==> src/charger_pin_cfg.svh <==
`ifndef CHARGER_PIN_CFG_SVH
`define CHARGER_PIN_CFG_SVH
// ------------------------------------------------------------
// register offsets
// ------------------------------------------------------------
`define REG_CTRL        4'h0
`define REG_HOLD        4'h1
`define REG_WAKE1       4'h2
`define REG_WAKE2       4'h3
`define REG_INPUT_LIMIT_PROGRAM        4'h4
`define REG_TERM        4'h5
`define REG_STATUS      4'h6
`define REG_IRQ_STAT    4'h7
`define REG_IRQ_MASK    4'h8
// ------------------------------------------------------------
// field positions
// ------------------------------------------------------------
`define CTRL_IND_EN     0
`define CTRL_MIRROR     1
`define CTRL_SHIP       2
`define OVR_VALID       15
`define IRQ_FAULT       0
`define IRQ_TS          1
`define IRQ_WAKE1       2
`define IRQ_WAKE2       3
`define IRQ_RESET       4
// ------------------------------------------------------------
// reset values and limits
// ------------------------------------------------------------
`define CTRL_RST        16'h0001
`define HOLD_RST        16'h1388
`define WAKE1_RST       16'h01F4
`define WAKE2_RST       16'h0BB8
`define INPUT_LIMIT_PROGRAM_DEFAULT    8'h08
`define TERM_DEFAULT    5'h0A
`define TERM_MIN        5'h05
`define TERM_MAX        5'h14
// ------------------------------------------------------------
// timing
// ------------------------------------------------------------
`define CLK_MHZ         100
`define FAULT_PULSE_US  128
`define RELEASE_MS      400
`define MS_PER_S_US     1000
`endif

==> src/charger_pin_pkg.sv <==
package charger_pin_pkg;
    typedef enum logic [1:0] {
        BTN_IDLE    = 2'b00,
        BTN_PRESSED = 2'b01,
        BTN_RESET   = 2'b10,
        BTN_WAIT    = 2'b11
    } btn_state_t;
endpackage

==> src/charger_pin_control_status.sv <==
// Operation
// - chip_disable low: battery alone high-Z, valid supply charges unless in ship mode.
// - chip_disable high: battery alone active, supply never charges.
// - rail output follows its enable.
// - status_irq low while charging, else released.
// - one 128 us low pulse per fault.
// - indicator enable bit gates charge indication.
// - power_good_n low only while supply is in range.
// - mirror select: power_good_n follows manual_reset_n.
// - reset low once manual_reset_n held low beyond hold time.
// - reset released after the 400 ms delay.
// - short press interrupts at wake_time_1 and wake_time_2.
// - manual_reset_n press ends ship mode.
// - input limit: default if pin grounded, serial override wins.
// - termination 5 to 20 percent, also pre-charge.
// - four thermistor thresholds; fault reported while charging.
`include "charger_pin_cfg.svh"
`timescale 1ns/1ns
module charger_pin_control_status #(
    parameter int MS_CYCLES    = `CLK_MHZ * `MS_PER_S_US,
    parameter int PULSE_CYCLES = `CLK_MHZ * `FAULT_PULSE_US
) (
    input  wire logic        clk,
    input  wire logic        rst,
    input  wire logic [3:0]  regAddr,
    input  wire logic [15:0] regWdata,
    input  wire logic        regWr,
    input  wire logic        regRd,
    output logic      [15:0] regRdata,
    input  wire logic        chipDisable,
    input  wire logic        switchedRailEnable,
    input  wire logic        manualResetN,
    input  wire logic        batteryPresent,
    input  wire logic        inputAboveSleep,
    input  wire logic        inputBelowOvp,
    input  wire logic        chargeDone,
    input  wire logic        faultIn,
    input  wire logic        tsBelowCold,
    input  wire logic        tsBelowCool,
    input  wire logic        tsAboveWarm,
    input  wire logic        tsAboveHot,
    input  wire logic        inputLimitPinGrounded,
    input  wire logic [7:0]  inputLimitPinCode,
    input  wire logic        termPinGrounded,
    input  wire logic [4:0]  termPinPct,
    output logic             switchedRailOutput,
    output logic             statusIrqOe,
    output logic             powerGoodOe,
    output logic             resetOe,
    output logic             chargeEnable,
    output logic             hiZMode,
    output logic             activeBatteryMode,
    output logic             shipMode,
    output logic      [7:0]  inputLimitCode,
    output logic      [4:0]  termCurrentPct,
    output logic      [4:0]  preChargePct,
    output logic             irq
);
    localparam int MSW = $clog2(MS_CYCLES);
    localparam int PW  = $clog2(PULSE_CYCLES + 1);
    localparam logic [MSW-1:0] MS_LAST   = MSW'(MS_CYCLES - 1);
    localparam logic [PW-1:0]  PULSE_LEN = PW'(PULSE_CYCLES);
    localparam logic [15:0]    REL_LAST  = 16'(`RELEASE_MS - 1);

    // ------------------------------------------------------------
    // elaboration check
    // ------------------------------------------------------------
    generate
        if (MS_CYCLES < 2 || PULSE_CYCLES < 1) begin : g_bad
            $error("counts too small");
        end
    endgenerate

    // ------------------------------------------------------------
    // state
    // ------------------------------------------------------------
    typedef struct packed {
        logic [2:0]                 sync1;
        logic [2:0]                 sync2;
        logic                       faultLast;
        logic [MSW-1:0]             msCnt;
        logic                       msTick;
        charger_pin_pkg::btn_state_t btn;
        logic [15:0]                pressMs;
        logic [15:0]                relMs;
        logic                       wake1Done;
        logic                       wake2Done;
        logic [PW-1:0]              pulseCnt;
        logic [15:0]                ctrl;
        logic [15:0]                hold;
        logic [15:0]                wake1;
        logic [15:0]                wake2;
        logic [8:0]                 ilimOvr;
        logic [5:0]                 termOvr;
        logic [4:0]                 irqStat;
        logic [4:0]                 irqMask;
        logic [15:0]                rdata;
        logic                       railOn;
        logic                       statOe;
        logic                       pgOe;
        logic                       rstOe;
        logic                       chgEn;
        logic                       hiZ;
        logic                       actBatt;
        logic                       ship;
        logic [7:0]                 ilimCode;
        logic [4:0]                 termPct;
        logic                       irqOut;
    } state_t;

    state_t cur_ff;
    state_t nxt_st;

    function automatic logic [4:0] clampTerm(input logic [4:0] pct);
        if (pct < `TERM_MIN) begin
            return `TERM_MIN;
        end else if (pct > `TERM_MAX) begin
            return `TERM_MAX;
        end
        return pct;
    endfunction

    // ------------------------------------------------------------
    // next state
    // ------------------------------------------------------------
    always_comb begin
        logic       mrN;
        logic       cdS;
        logic       lsS;
        logic       supplyGood;
        logic       charging;
        logic       tsFault;
        logic       faultNow;
        logic       faultRise;
        logic       pressed;
        logic [4:0] events;
        logic [4:0] clr;
        logic [15:0] rd;
        mrN        = 1'b1;
        cdS        = 1'b0;
        lsS        = 1'b0;
        supplyGood = 1'b0;
        charging   = 1'b0;
        tsFault    = 1'b0;
        faultNow   = 1'b0;
        faultRise  = 1'b0;
        pressed    = 1'b0;
        events     = 5'h00;
        clr        = 5'h00;
        rd         = 16'h0000;
        nxt_st     = cur_ff;

        // metastable first stage only feeds the second
        nxt_st.sync1 = {manualResetN, chipDisable, switchedRailEnable};
        nxt_st.sync2 = cur_ff.sync1;
        mrN = cur_ff.sync2[2];
        cdS = cur_ff.sync2[1];
        lsS = cur_ff.sync2[0];
        pressed = !mrN;

        // 1 ms enable
        nxt_st.msTick = 1'b0;
        if (cur_ff.msCnt == MS_LAST) begin
            nxt_st.msCnt  = '0;
            nxt_st.msTick = 1'b1;
        end else begin
            nxt_st.msCnt = cur_ff.msCnt + 1'b1;
        end

        // ------------------------------------------------------------
        // power path mode
        // ------------------------------------------------------------
        supplyGood = inputAboveSleep && inputBelowOvp;
        nxt_st.chgEn   = supplyGood && !cdS && !cur_ff.ship;
        nxt_st.hiZ     = !supplyGood && batteryPresent && !cdS;
        nxt_st.actBatt = !supplyGood && batteryPresent && cdS;
        nxt_st.railOn  = lsS;

        charging = cur_ff.chgEn && !chargeDone;
        // cold/hot flag a fault while charging; chgEn is not cleared
        tsFault  = charging && (tsBelowCold || tsAboveHot);

        // ------------------------------------------------------------
        // fault pulse on status_irq
        // ------------------------------------------------------------
        faultNow = faultIn || tsFault;
        nxt_st.faultLast = faultNow;
        faultRise = faultNow && !cur_ff.faultLast;
        // a new fault restarts a running pulse
        if (faultRise) begin
            nxt_st.pulseCnt = PULSE_LEN;
        end else if (cur_ff.pulseCnt != '0) begin
            nxt_st.pulseCnt = cur_ff.pulseCnt - 1'b1;
        end
        nxt_st.statOe = (nxt_st.pulseCnt != '0)
                     || (cur_ff.ctrl[`CTRL_IND_EN] && charging);

        // ------------------------------------------------------------
        // power good / button mirror
        // ------------------------------------------------------------
        if (cur_ff.ctrl[`CTRL_MIRROR]) begin
            nxt_st.pgOe = pressed;
        end else begin
            nxt_st.pgOe = supplyGood;
        end

        // ------------------------------------------------------------
        // manual reset button
        // ------------------------------------------------------------
        case (cur_ff.btn)
            charger_pin_pkg::BTN_IDLE: begin
                nxt_st.pressMs   = 16'h0000;
                nxt_st.wake1Done = 1'b0;
                nxt_st.wake2Done = 1'b0;
                if (pressed) begin
                    nxt_st.btn  = charger_pin_pkg::BTN_PRESSED;
                    nxt_st.ship = 1'b0;
                end
            end
            charger_pin_pkg::BTN_PRESSED: begin
                if (!pressed) begin
                    nxt_st.btn = charger_pin_pkg::BTN_IDLE;
                end else if (cur_ff.pressMs > cur_ff.hold) begin
                    nxt_st.btn   = charger_pin_pkg::BTN_RESET;
                    nxt_st.relMs = 16'h0000;
                    events[`IRQ_RESET] = 1'b1;
                end else begin
                    if (cur_ff.msTick && cur_ff.pressMs != 16'hFFFF) begin
                        nxt_st.pressMs = cur_ff.pressMs + 16'h0001;
                    end
                    if (!cur_ff.wake1Done && cur_ff.pressMs >= cur_ff.wake1) begin
                        nxt_st.wake1Done   = 1'b1;
                        events[`IRQ_WAKE1] = 1'b1;
                    end
                    if (!cur_ff.wake2Done && cur_ff.pressMs >= cur_ff.wake2) begin
                        nxt_st.wake2Done   = 1'b1;
                        events[`IRQ_WAKE2] = 1'b1;
                    end
                end
            end
            charger_pin_pkg::BTN_RESET: begin
                // runs out even if released
                if (cur_ff.msTick) begin
                    if (cur_ff.relMs == REL_LAST) begin
                        nxt_st.btn = charger_pin_pkg::BTN_WAIT;
                    end else begin
                        nxt_st.relMs = cur_ff.relMs + 16'h0001;
                    end
                end
            end
            charger_pin_pkg::BTN_WAIT: begin
                // no retrigger while held
                if (!pressed) begin
                    nxt_st.btn = charger_pin_pkg::BTN_IDLE;
                end
            end
            default: begin
                nxt_st.btn = charger_pin_pkg::BTN_IDLE;
            end
        endcase
        nxt_st.rstOe = (nxt_st.btn == charger_pin_pkg::BTN_RESET);

        events[`IRQ_FAULT] = faultIn && !cur_ff.faultLast;
        events[`IRQ_TS]    = tsFault;

        // ------------------------------------------------------------
        // register writes
        // ------------------------------------------------------------
        if (regWr) begin
            if (regAddr == `REG_CTRL) begin
                nxt_st.ctrl = {14'h0000, regWdata[`CTRL_MIRROR],
                               regWdata[`CTRL_IND_EN]};
                if (regWdata[`CTRL_SHIP]) begin
                    nxt_st.ship = 1'b1;
                end
            end else if (regAddr == `REG_HOLD) begin
                nxt_st.hold = regWdata;
            end else if (regAddr == `REG_WAKE1) begin
                nxt_st.wake1 = regWdata;
            end else if (regAddr == `REG_WAKE2) begin
                nxt_st.wake2 = regWdata;
            end else if (regAddr == `REG_INPUT_LIMIT_PROGRAM) begin
                nxt_st.ilimOvr = {regWdata[`OVR_VALID], regWdata[7:0]};
            end else if (regAddr == `REG_TERM) begin
                nxt_st.termOvr = {regWdata[`OVR_VALID], clampTerm(regWdata[4:0])};
            end else if (regAddr == `REG_IRQ_STAT) begin
                clr = regWdata[4:0];
            end else if (regAddr == `REG_IRQ_MASK) begin
                nxt_st.irqMask = regWdata[4:0];
            end
        end
        // set beats clear
        nxt_st.irqStat = (cur_ff.irqStat & ~clr) | events;
        nxt_st.irqOut  = |(nxt_st.irqStat & nxt_st.irqMask);

        // ------------------------------------------------------------
        // limit and termination selection
        // ------------------------------------------------------------
        if (cur_ff.ilimOvr[8]) begin
            nxt_st.ilimCode = cur_ff.ilimOvr[7:0];
        end else if (inputLimitPinGrounded) begin
            nxt_st.ilimCode = `INPUT_LIMIT_PROGRAM_DEFAULT;
        end else begin
            nxt_st.ilimCode = inputLimitPinCode;
        end
        if (cur_ff.termOvr[5]) begin
            nxt_st.termPct = cur_ff.termOvr[4:0];
        end else if (termPinGrounded) begin
            nxt_st.termPct = `TERM_DEFAULT;
        end else begin
            nxt_st.termPct = clampTerm(termPinPct);
        end

        // ------------------------------------------------------------
        // register reads
        // ------------------------------------------------------------
        if (regAddr == `REG_CTRL) begin
            rd = {13'h0000, cur_ff.ship, cur_ff.ctrl[1:0]};
        end else if (regAddr == `REG_HOLD) begin
            rd = cur_ff.hold;
        end else if (regAddr == `REG_WAKE1) begin
            rd = cur_ff.wake1;
        end else if (regAddr == `REG_WAKE2) begin
            rd = cur_ff.wake2;
        end else if (regAddr == `REG_INPUT_LIMIT_PROGRAM) begin
            rd = {cur_ff.ilimOvr[8], 7'h00, cur_ff.ilimOvr[7:0]};
        end else if (regAddr == `REG_TERM) begin
            rd = {cur_ff.termOvr[5], 10'h000, cur_ff.termOvr[4:0]};
        end else if (regAddr == `REG_STATUS) begin
            rd = {4'h0, tsBelowCold, tsBelowCool, tsAboveWarm, tsAboveHot,
                  cur_ff.rstOe, pressed, charging, supplyGood,
                  cur_ff.actBatt, cur_ff.hiZ, cur_ff.chgEn, cur_ff.railOn};
        end else if (regAddr == `REG_IRQ_STAT) begin
            rd = {11'h000, cur_ff.irqStat};
        end else if (regAddr == `REG_IRQ_MASK) begin
            rd = {11'h000, cur_ff.irqMask};
        end
        nxt_st.rdata = regRd ? rd : 16'h0000;
    end

    // ------------------------------------------------------------
    // registers
    // ------------------------------------------------------------
    always_ff @(posedge clk) begin
        if (rst) begin
            cur_ff           <= '0;
            cur_ff.sync1     <= 3'h4;
            cur_ff.sync2     <= 3'h4;
            cur_ff.ctrl      <= `CTRL_RST;
            cur_ff.hold      <= `HOLD_RST;
            cur_ff.wake1     <= `WAKE1_RST;
            cur_ff.wake2     <= `WAKE2_RST;
            cur_ff.ilimCode  <= `INPUT_LIMIT_PROGRAM_DEFAULT;
            cur_ff.termPct   <= `TERM_DEFAULT;
        end else begin
            cur_ff <= nxt_st;
        end
    end

    assign regRdata           = cur_ff.rdata;
    assign switchedRailOutput = cur_ff.railOn;
    assign statusIrqOe        = cur_ff.statOe;
    assign powerGoodOe        = cur_ff.pgOe;
    assign resetOe            = cur_ff.rstOe;
    assign chargeEnable       = cur_ff.chgEn;
    assign hiZMode            = cur_ff.hiZ;
    assign activeBatteryMode  = cur_ff.actBatt;
    assign shipMode           = cur_ff.ship;
    assign inputLimitCode     = cur_ff.ilimCode;
    assign termCurrentPct     = cur_ff.termPct;
    // same setting for pre-charge
    assign preChargePct       = cur_ff.termPct;
    assign irq                = cur_ff.irqOut;
endmodule

==> config.mk <==
export PLATFORM = sky130hd
export DESIGN_NAME = charger_pin_control_status
export DESIGN_NICKNAME = d
export VERILOG_FILES = /design/src/charger_pin_pkg.sv /design/src/charger_pin_control_status.sv
export VERILOG_INCLUDE_DIRS = /design/src
export SDC_FILE = /design/constraint.sdc
export NUM_CORES = 1
export LEC_CHECK = 0
export ABC_AREA = 1
export BUFFER_PORTS_ARGS = -buffer_cell sky130_fd_sc_hd__buf_2
export CELL_PAD_IN_SITES_DETAIL_PLACEMENT = 0
export CELL_PAD_IN_SITES_GLOBAL_PLACEMENT = 1
export CORE_ASPECT_RATIO = 1.25
export CORE_UTILIZATION = 44
export CTS_CLUSTER_DIAMETER = 200
export DETAILED_ROUTE_END_ITERATION = 6
export PLACE_DENSITY = 0.9
export SLEW_MARGIN = 0
export SYNTH_ARGS = -nofsm -noshare
export SYNTH_HDL_FRONTEND = slang
export SYNTH_SLANG_ARGS = --single-unit
export TNS_END_PERCENT = 10
==> constraint.sdc <==
create_clock -name clk -period 2.45 [get_ports clk]
set_input_delay 0.735 -clock clk [delete_from_list [all_inputs] [get_ports clk]]
set_output_delay 0.735 -clock clk [all_outputs]
set_load 0.005 [all_outputs]
==> results of run 1 <==
-- sequential cells by signal, summed over array words and instances, names as in the netlist --
register	count
activeBatteryMode	1
chargeEnable	1
cur_ff	150
hiZMode	1
inputLimitCode	8
irq	1
powerGoodOe	1
preChargePct	5
regRdata	16
resetOe	1
shipMode	1
statusIrqOe	1
switchedRailOutput	1
-- layout make-up --
cell class | instances | area, um^2 | area share
inverter | 172 | 645.6 | 0.05684
multi-input combinational | 957 | 5200 | 0.4578
tap | 283 | 354.1 | 0.03117
timing repair buffer | 131 | 765.7 | 0.06742
clock buffer | 18 | 439.2 | 0.03866
clock inverter | 13 | 190.2 | 0.01674
sequential | 188 | 3764 | 0.3314
-- per-layer routing --
| layer | up-vias | track usage | part of all wire |
|---|---|---|---|
| li1 | 4707 | - | - |
| met1 | 4186 | 0.2705 | 0.43 |
| met2 | 275 | 0.3935 | 0.49 |
| met3 | 47 | 0.04008 | 0.055 |
| met4 | 0 | 0.08837 | 0.031 |
| met5 | - | 0 | 0 |
-- logic make-up (layout without fill, tap and decap cells) --
| group | after synthesis | after routing | synth area share |
|---|---|---|---|
| xor+xnor | 37 | 37 | 0.03200 |
| compound gates | 266 | 266 | 0.1506 |
| fa+ha+maj | 52 | 52 | 0.06424 |
| flops | 188 | 188 | 0.3716 |
| simple gates | 602 | 602 | 0.2666 |
| buf+inv | 255 | 334 | 0.1149 |
-- stage by stage --
stage	setup slack (ns)	hold slack, ns
finish	0.2857	0.4053
global route	0.09852	0.4305
CTS	0.2641	0.4073
detailed placement	0.2749	0.3989
global placement	0.2926	0.3921
floorplan	0.5865	0.3883
-- synthesized netlist by cell type (all sizes together), types with 6 or more instances --
cell | count | area (um^2)
a211oi | 7 | 62.56
xnor2 | 6 | 52.55
nor2 | 187 | 798.3
nand4 | 28 | 175.2
a21oi | 133 | 691.9
inv | 171 | 641.9
o21ai | 78 | 394.1
xor2 | 31 | 271.5
clkbuf | 19 | 71.32
nand2 | 264 | 1036
buf | 64 | 446.7
nand3 | 86 | 440.4
dfxtp | 188 | 3764
a221oi | 6 | 52.55
o211ai | 13 | 102.6
ha | 52 | 650.6
nor3 | 18 | 110.1
-- worst reg2reg max path: stages (launching register included) --
cell,delay [ns]
dfxtp_1,0.34
inv_1,0.10
ha_1,0.32
a21oi_1,0.14
o21ai_0,0.11
a21oi_1,0.18
nand2_1,0.12
nand2_1,0.13
nand2_1,0.10
nand2_2,0.14
buf_4,0.18
nand3_1,0.08
a21oi_1,0.14
-- worst min path at each step --
stage                                         end  slack (ns)  cells after the start
floorplan                  cur_ff[196]$_SDFF_PP0_        0.39                      2
global placement    switchedRailOutput$_SDFF_PP0_        0.39                      2
detailed placement         cur_ff[197]$_SDFF_PP0_        0.40                      2
CTS                        cur_ff[197]$_SDFF_PP0_        0.41                      2
global route               cur_ff[197]$_SDFF_PP0_        0.43                      2
finish                     cur_ff[197]$_SDFF_PP0_        0.41                      2
-- power breakdown --
part	total, mW	internal [mW]	switching (mW)
logic	1.35	0.496	0.858
registers	3.30	3.19	0.104
clock network	2.97	1.74	1.23
==> results.json, run 1 <==
{
  "vias": 9215,
  "die_h_um": 171.6,
  "avgSynthCellArea_um2": 7.234,
  "antenna_found_initial": 0,
  "rsz0062_at_grt": "false",
  "ctsResizeCount": 0,
  "reg2reg_depth": 12,
  "slowest_stage": "dfxtp_1",
  "worstSetupStartpoint": "cur_ff[110]$_SDFFE_PP0P_",
  "cts_root_buf": "clkbuf_16",
  "r2r_slack_ns": 0.29,
  "syn_nets": 1503,
  "drtIter0Drc": 591,
  "yosysWarnings": 0,
  "max-slew-margin-rel": 0.6207,
  "crit_end": "cur_ff[172]$_SDFFE_PP0P_",
  "grt_overflow": 0,
  "place.gp.congestion": 0.9036,
  "crit_fanout": 8,
  "grt_usage": 0.2252,
  "fin_cells": 1762,
  "io_buffers": 93,
  "cts.clk_slew.worst_paths_ns": 0.07,
  "powerDensity_nw_per_um2": 671.4,
  "utilization": 0.5062,
  "dp.final_hpwl_um": 19700,
  "cp-end-kind": "flip-flop",
  "drv_slew": 0,
  "fin_area_um2": 11360,
  "drc_errors": 0,
  "die_area_um2": 23630,
  "core_area_um2": 22440,
  "h-tree-depth": 4,
  "cts_hold_buf": 0,
  "start_util": 0.4513,
  "p_leak_nw": 5.029,
  "status": "finished, final reports clean",
  "async_flop_share": 0,
  "worstHoldStart": "cur_ff[200]$_SDFF_PP0_",
  "dr.pass1.iters": 5,
  "max_stage_delay_ns": 0.34,
  "hp-class": "flip-flop to flip-flop",
  "fillers": 2216,
  "dp.cells": 1731,
  "final_common_cell": "nand2_1",
  "tritoncts": "yes",
  "fmax_ghz": 0.4621,
  "final_layout_size_suffix_gt1_frac": 0.1515,
  "crit_path_start_kind": "flip-flop",
  "critPathTopFamily": "compound AO/OA/AOI/OAI gates",
  "nets": 1570,
  "worstMarginPinSlew_ns": 0.5545,
  "ys_types": 53,
  "finalCriticalPeriod_ns": 2.164,
  "fin_crit_sh": 0.8834,
  "grt_pass1_vias": 8307,
  "cts_setup_buffers": 0,
  "synthToLayoutAreaGrowth_pct": 12.16,
  "finalSetupViolations": 0,
  "cts_buffer_depth": 2,
  "synth_flop_cell": "dfxtp_1",
  "io_pins": 94,
  "finalClockSkew_ns": 0.01212,
  "ys_ff_latch": 188,
  "numCtsBuffers": 17,
  "cts.sinks": 188,
  "antenna_left": 0,
  "synthesis.area_um2": 10130,
  "hold_viol": 0,
  "routed_wl_um": 26080,
  "r2r_end": "cur_ff[172]$_SDFFE_PP0P_",
  "worstPathCellList": "inv_1 > ha_1 > a21oi_1 > o21ai_0 > a21oi_1 > nand2_1 > nand2_1 > nand2_1 > nand2_2 > buf_4 > nand3_1 > a21oi_1",
  "finalPower_mw": 7.625,
  "synth-edff-count": 0,
  "grt_max_degree": 88,
  "cp.required_ns": 2.82,
  "path_depth": 12,
  "syn_inst": 1400,
  "insertion_delay_ns": 0.45,
  "drv_cap": 0,
  "ir_drop_uv": 524.6,
  "ys_seq_area_frac": 0.3716,
  "final_cell_mix": "nand2_1, dfxtp_1, nor2_1",
  "setup-tns-final_ns": 0,
  "reg2reg_from": "cur_ff[110]$_SDFFE_PP0P_",
  "drt-wirelength-per-cell_um": 14.80,
  "die_x_um": 137.7,
  "rows": 61,
  "crit_arrival_ns": 2.53,
  "postPlaceCellArea_um2": 10730,
  "via_per_inst": 5.230,
  "path_buf_inv": 2,
  "diodes": 0,
  "grt_pass1_wl_um": 41270,
  "worst-setup-path-type": "flip-flop to flip-flop"
}
Note: power is estimated with default switching activity, not from simulation.
==> run 2, diff against run 1 <==
==> constraint.sdc (replaced) <==
create_clock -name clk -period 2.45 [get_ports clk]
set_input_delay 0.1225 -clock clk [delete_from_list [all_inputs] [get_ports clk]]
set_output_delay 0.1225 -clock clk [all_outputs]
set_load 0.005 [all_outputs]
==> run 2 against run 1 <==
Net effect: final cell count increased by 0.68%; first-iteration DRC count grew 16%; die area unchanged; combinational power hardly changed; critical path depth shrank 1; total power is 4.1% lower; worst hold slack lost 0.38 ns; sequential share of layout area shrank 0.23 points; wire length is 3.4% higher; critical path type unchanged.
==> results.json, run 2 (synthesis gave the netlist of run 1 again) <==
{
  "io_buffers": 93,
  "hold_viol": 0,
  "io_pins": 94,
  "nets": 1581,
  "switching_share": 0.3122,
  "fin_crit_sh": 0.8954,
  "grt_max_degree": 88,
  "grt_overflow": 0,
  "via_per_inst": 5.295,
  "numCtsBuffers": 17,
  "h-tree-depth": 4,
  "worstMarginPinSlew_ns": 1.025,
  "internal_power_mw": 5.029,
  "diodes": 0,
  "fmax_ghz": 0.4559,
  "cts.clk_slew.worst_paths_ns": 0.07,
  "drv_cap": 0,
  "met2_usage": 0.4160,
  "dr.pass1.iters": 5,
  "drv_slew": 0,
  "met3_usage": 0.03301,
  "cp-end-kind": "flip-flop",
  "die_area_um2": 23630,
  "p_leak_nw": 5.027,
  "cp.required_ns": 2.81,
  "cts_buffer_depth": 2,
  "fillers": 2241,
  "vias": 9394,
  "p_switching_mw": 2.283,
  "seqPwrFrac": 0.451,
  "crit_path_start_kind": "flip-flop",
  "drc_errors": 0,
  "final_layout_size_suffix_gt1_frac": 0.1382,
  "fin_area_um2": 11440,
  "drtIter0Drc": 684,
  "finalCriticalPeriod_ns": 2.194,
  "regMostFlops": "cur_ff",
  "crit_fanout": 17,
  "die_h_um": 171.6,
  "final_common_cell": "nand2_1",
  "place.gp.congestion": 0.8957,
  "combPwrFrac": 0.184,
  "worst-setup-path-type": "flip-flop to flip-flop",
  "seq_area_um2": 3764,
  "rows": 61,
  "largest_reg_flops": 150,
  "finalSetupViolations": 0,
  "cts_setup_buffers": 0,
  "start_util": 0.4513,
  "crit_arrival_ns": 2.56,
  "grt-busiest-layer": "met2",
  "tritoncts": "yes",
  "max-slew-margin-rel": 0.3164,
  "core_area_um2": 22440,
  "hp-class": "input pin to flip-flop",
  "cts_root_buf": "clkbuf_16",
  "grt_usage": 0.2351,
  "synthToLayoutAreaGrowth_pct": 12.94,
  "postPlaceCellArea_um2": 10580,
  "grt_pass1_vias": 8755,
  "ir_drop_uv": 436.9,
  "dp.final_hpwl_um": 19830,
  "grtUsageMet1": 0.2769,
  "insertion_delay_ns": 0.44,
  "pwr-share-clk": 0.365,
  "routed_wl_um": 26980,
  "final_cell_mix": "nand2_1, dfxtp_1, nor2_1",
  "die_x_um": 137.7,
  "antenna_left": 0,
  "status": "finished, final reports clean",
  "antenna_found_initial": 0,
  "multi_input_comb_area_um2": 5209,
  "setup-tns-final_ns": 0,
  "grt_pass1_wl_um": 43190,
  "cts.sinks": 188,
  "powerDensity_nw_per_um2": 639.3,
  "drt-wirelength-per-cell_um": 15.21,
  "finalClockSkew_ns": 0.009513
}
-- run 2: final cells by class --
class                   count  share of cell area
well taps                 283             0.03096
flip-flops and latches    188              0.3291
clock inverters            14             0.01116
multi-input cells         957              0.4554
clock buffers              18             0.03752
inverters                 172             0.05645
repair buffers            142             0.07942
-- run 2: metrics by stage --
step                      hold slack, ns    util  total power, mW  setup slack, ns  cells
after global routing             0.03013  0.5097            7.686        -0.004112   1774
after global placement            0.3166  0.4716            4.655           0.3078   1713
after CTS                      0.0001608  0.5093            7.345           0.2343   1774
after floorplan                   0.2263       -            4.397           0.6269   1400
after detailed placement          0.3218  0.4716            4.673           0.2676   1713
final                            0.02374  0.5097            7.311           0.2563   1774
-- run 2: layer usage --
metal | wire length [um] | up-vias
met1 | 11460 | 4336
met4 | 948 | 0
met3 | 1309 | 50
met5 | 0 | -
met2 | 13260 | 282
li1 | - | 4726
-- run 2: power by group through the flow --
stage | registers (mW) | clock network (mW) | logic [mW]
finish | 3.30 | 2.67 | 1.35
global route | 3.31 | 2.83 | 1.54
CTS | 3.30 | 2.70 | 1.35
detailed placement | 3.37 | 0 | 1.31
global placement | 3.36 | 0 | 1.29
floorplan | 3.34 | 0 | 1.05
-- run 2: timing repair --
action,CTS,global route
resized for setup,0,1
hold buffers,29,0
endpoints found under the setup margin,0,5
endpoints found under the hold margin,35,0
-- run 2: worst paths after layout --
kind                            start                             to  slack (ns)  depth (start not counted)
max          cur_ff[166]$_SDFFE_PP0P_       cur_ff[144]$_SDFFE_PP0P_        0.26                         11
min                      regWdata[10]        cur_ff[73]$_SDFFE_PP0P_        0.02                          3
max reg2reg  cur_ff[166]$_SDFFE_PP0P_       cur_ff[144]$_SDFFE_PP0P_        0.26                         11
min reg2reg    cur_ff[196]$_SDFF_PP0_  switchedRailOutput$_SDFF_PP0_        0.40                          2
-- run 2: worst max-delay path, cell delays in order, from the launching register on --
cell and delay [ns]:
dfxtp_1 0.48, ha_1 0.30, a21o_1 0.18, nor2_1 0.10, nand2_1 0.06, nand2_1 0.05, nand2_1 0.06, nand2_1 0.13
nand2_2 0.29, nand2_8 0.24, nor2_1 0.06, nor3_1 0.16
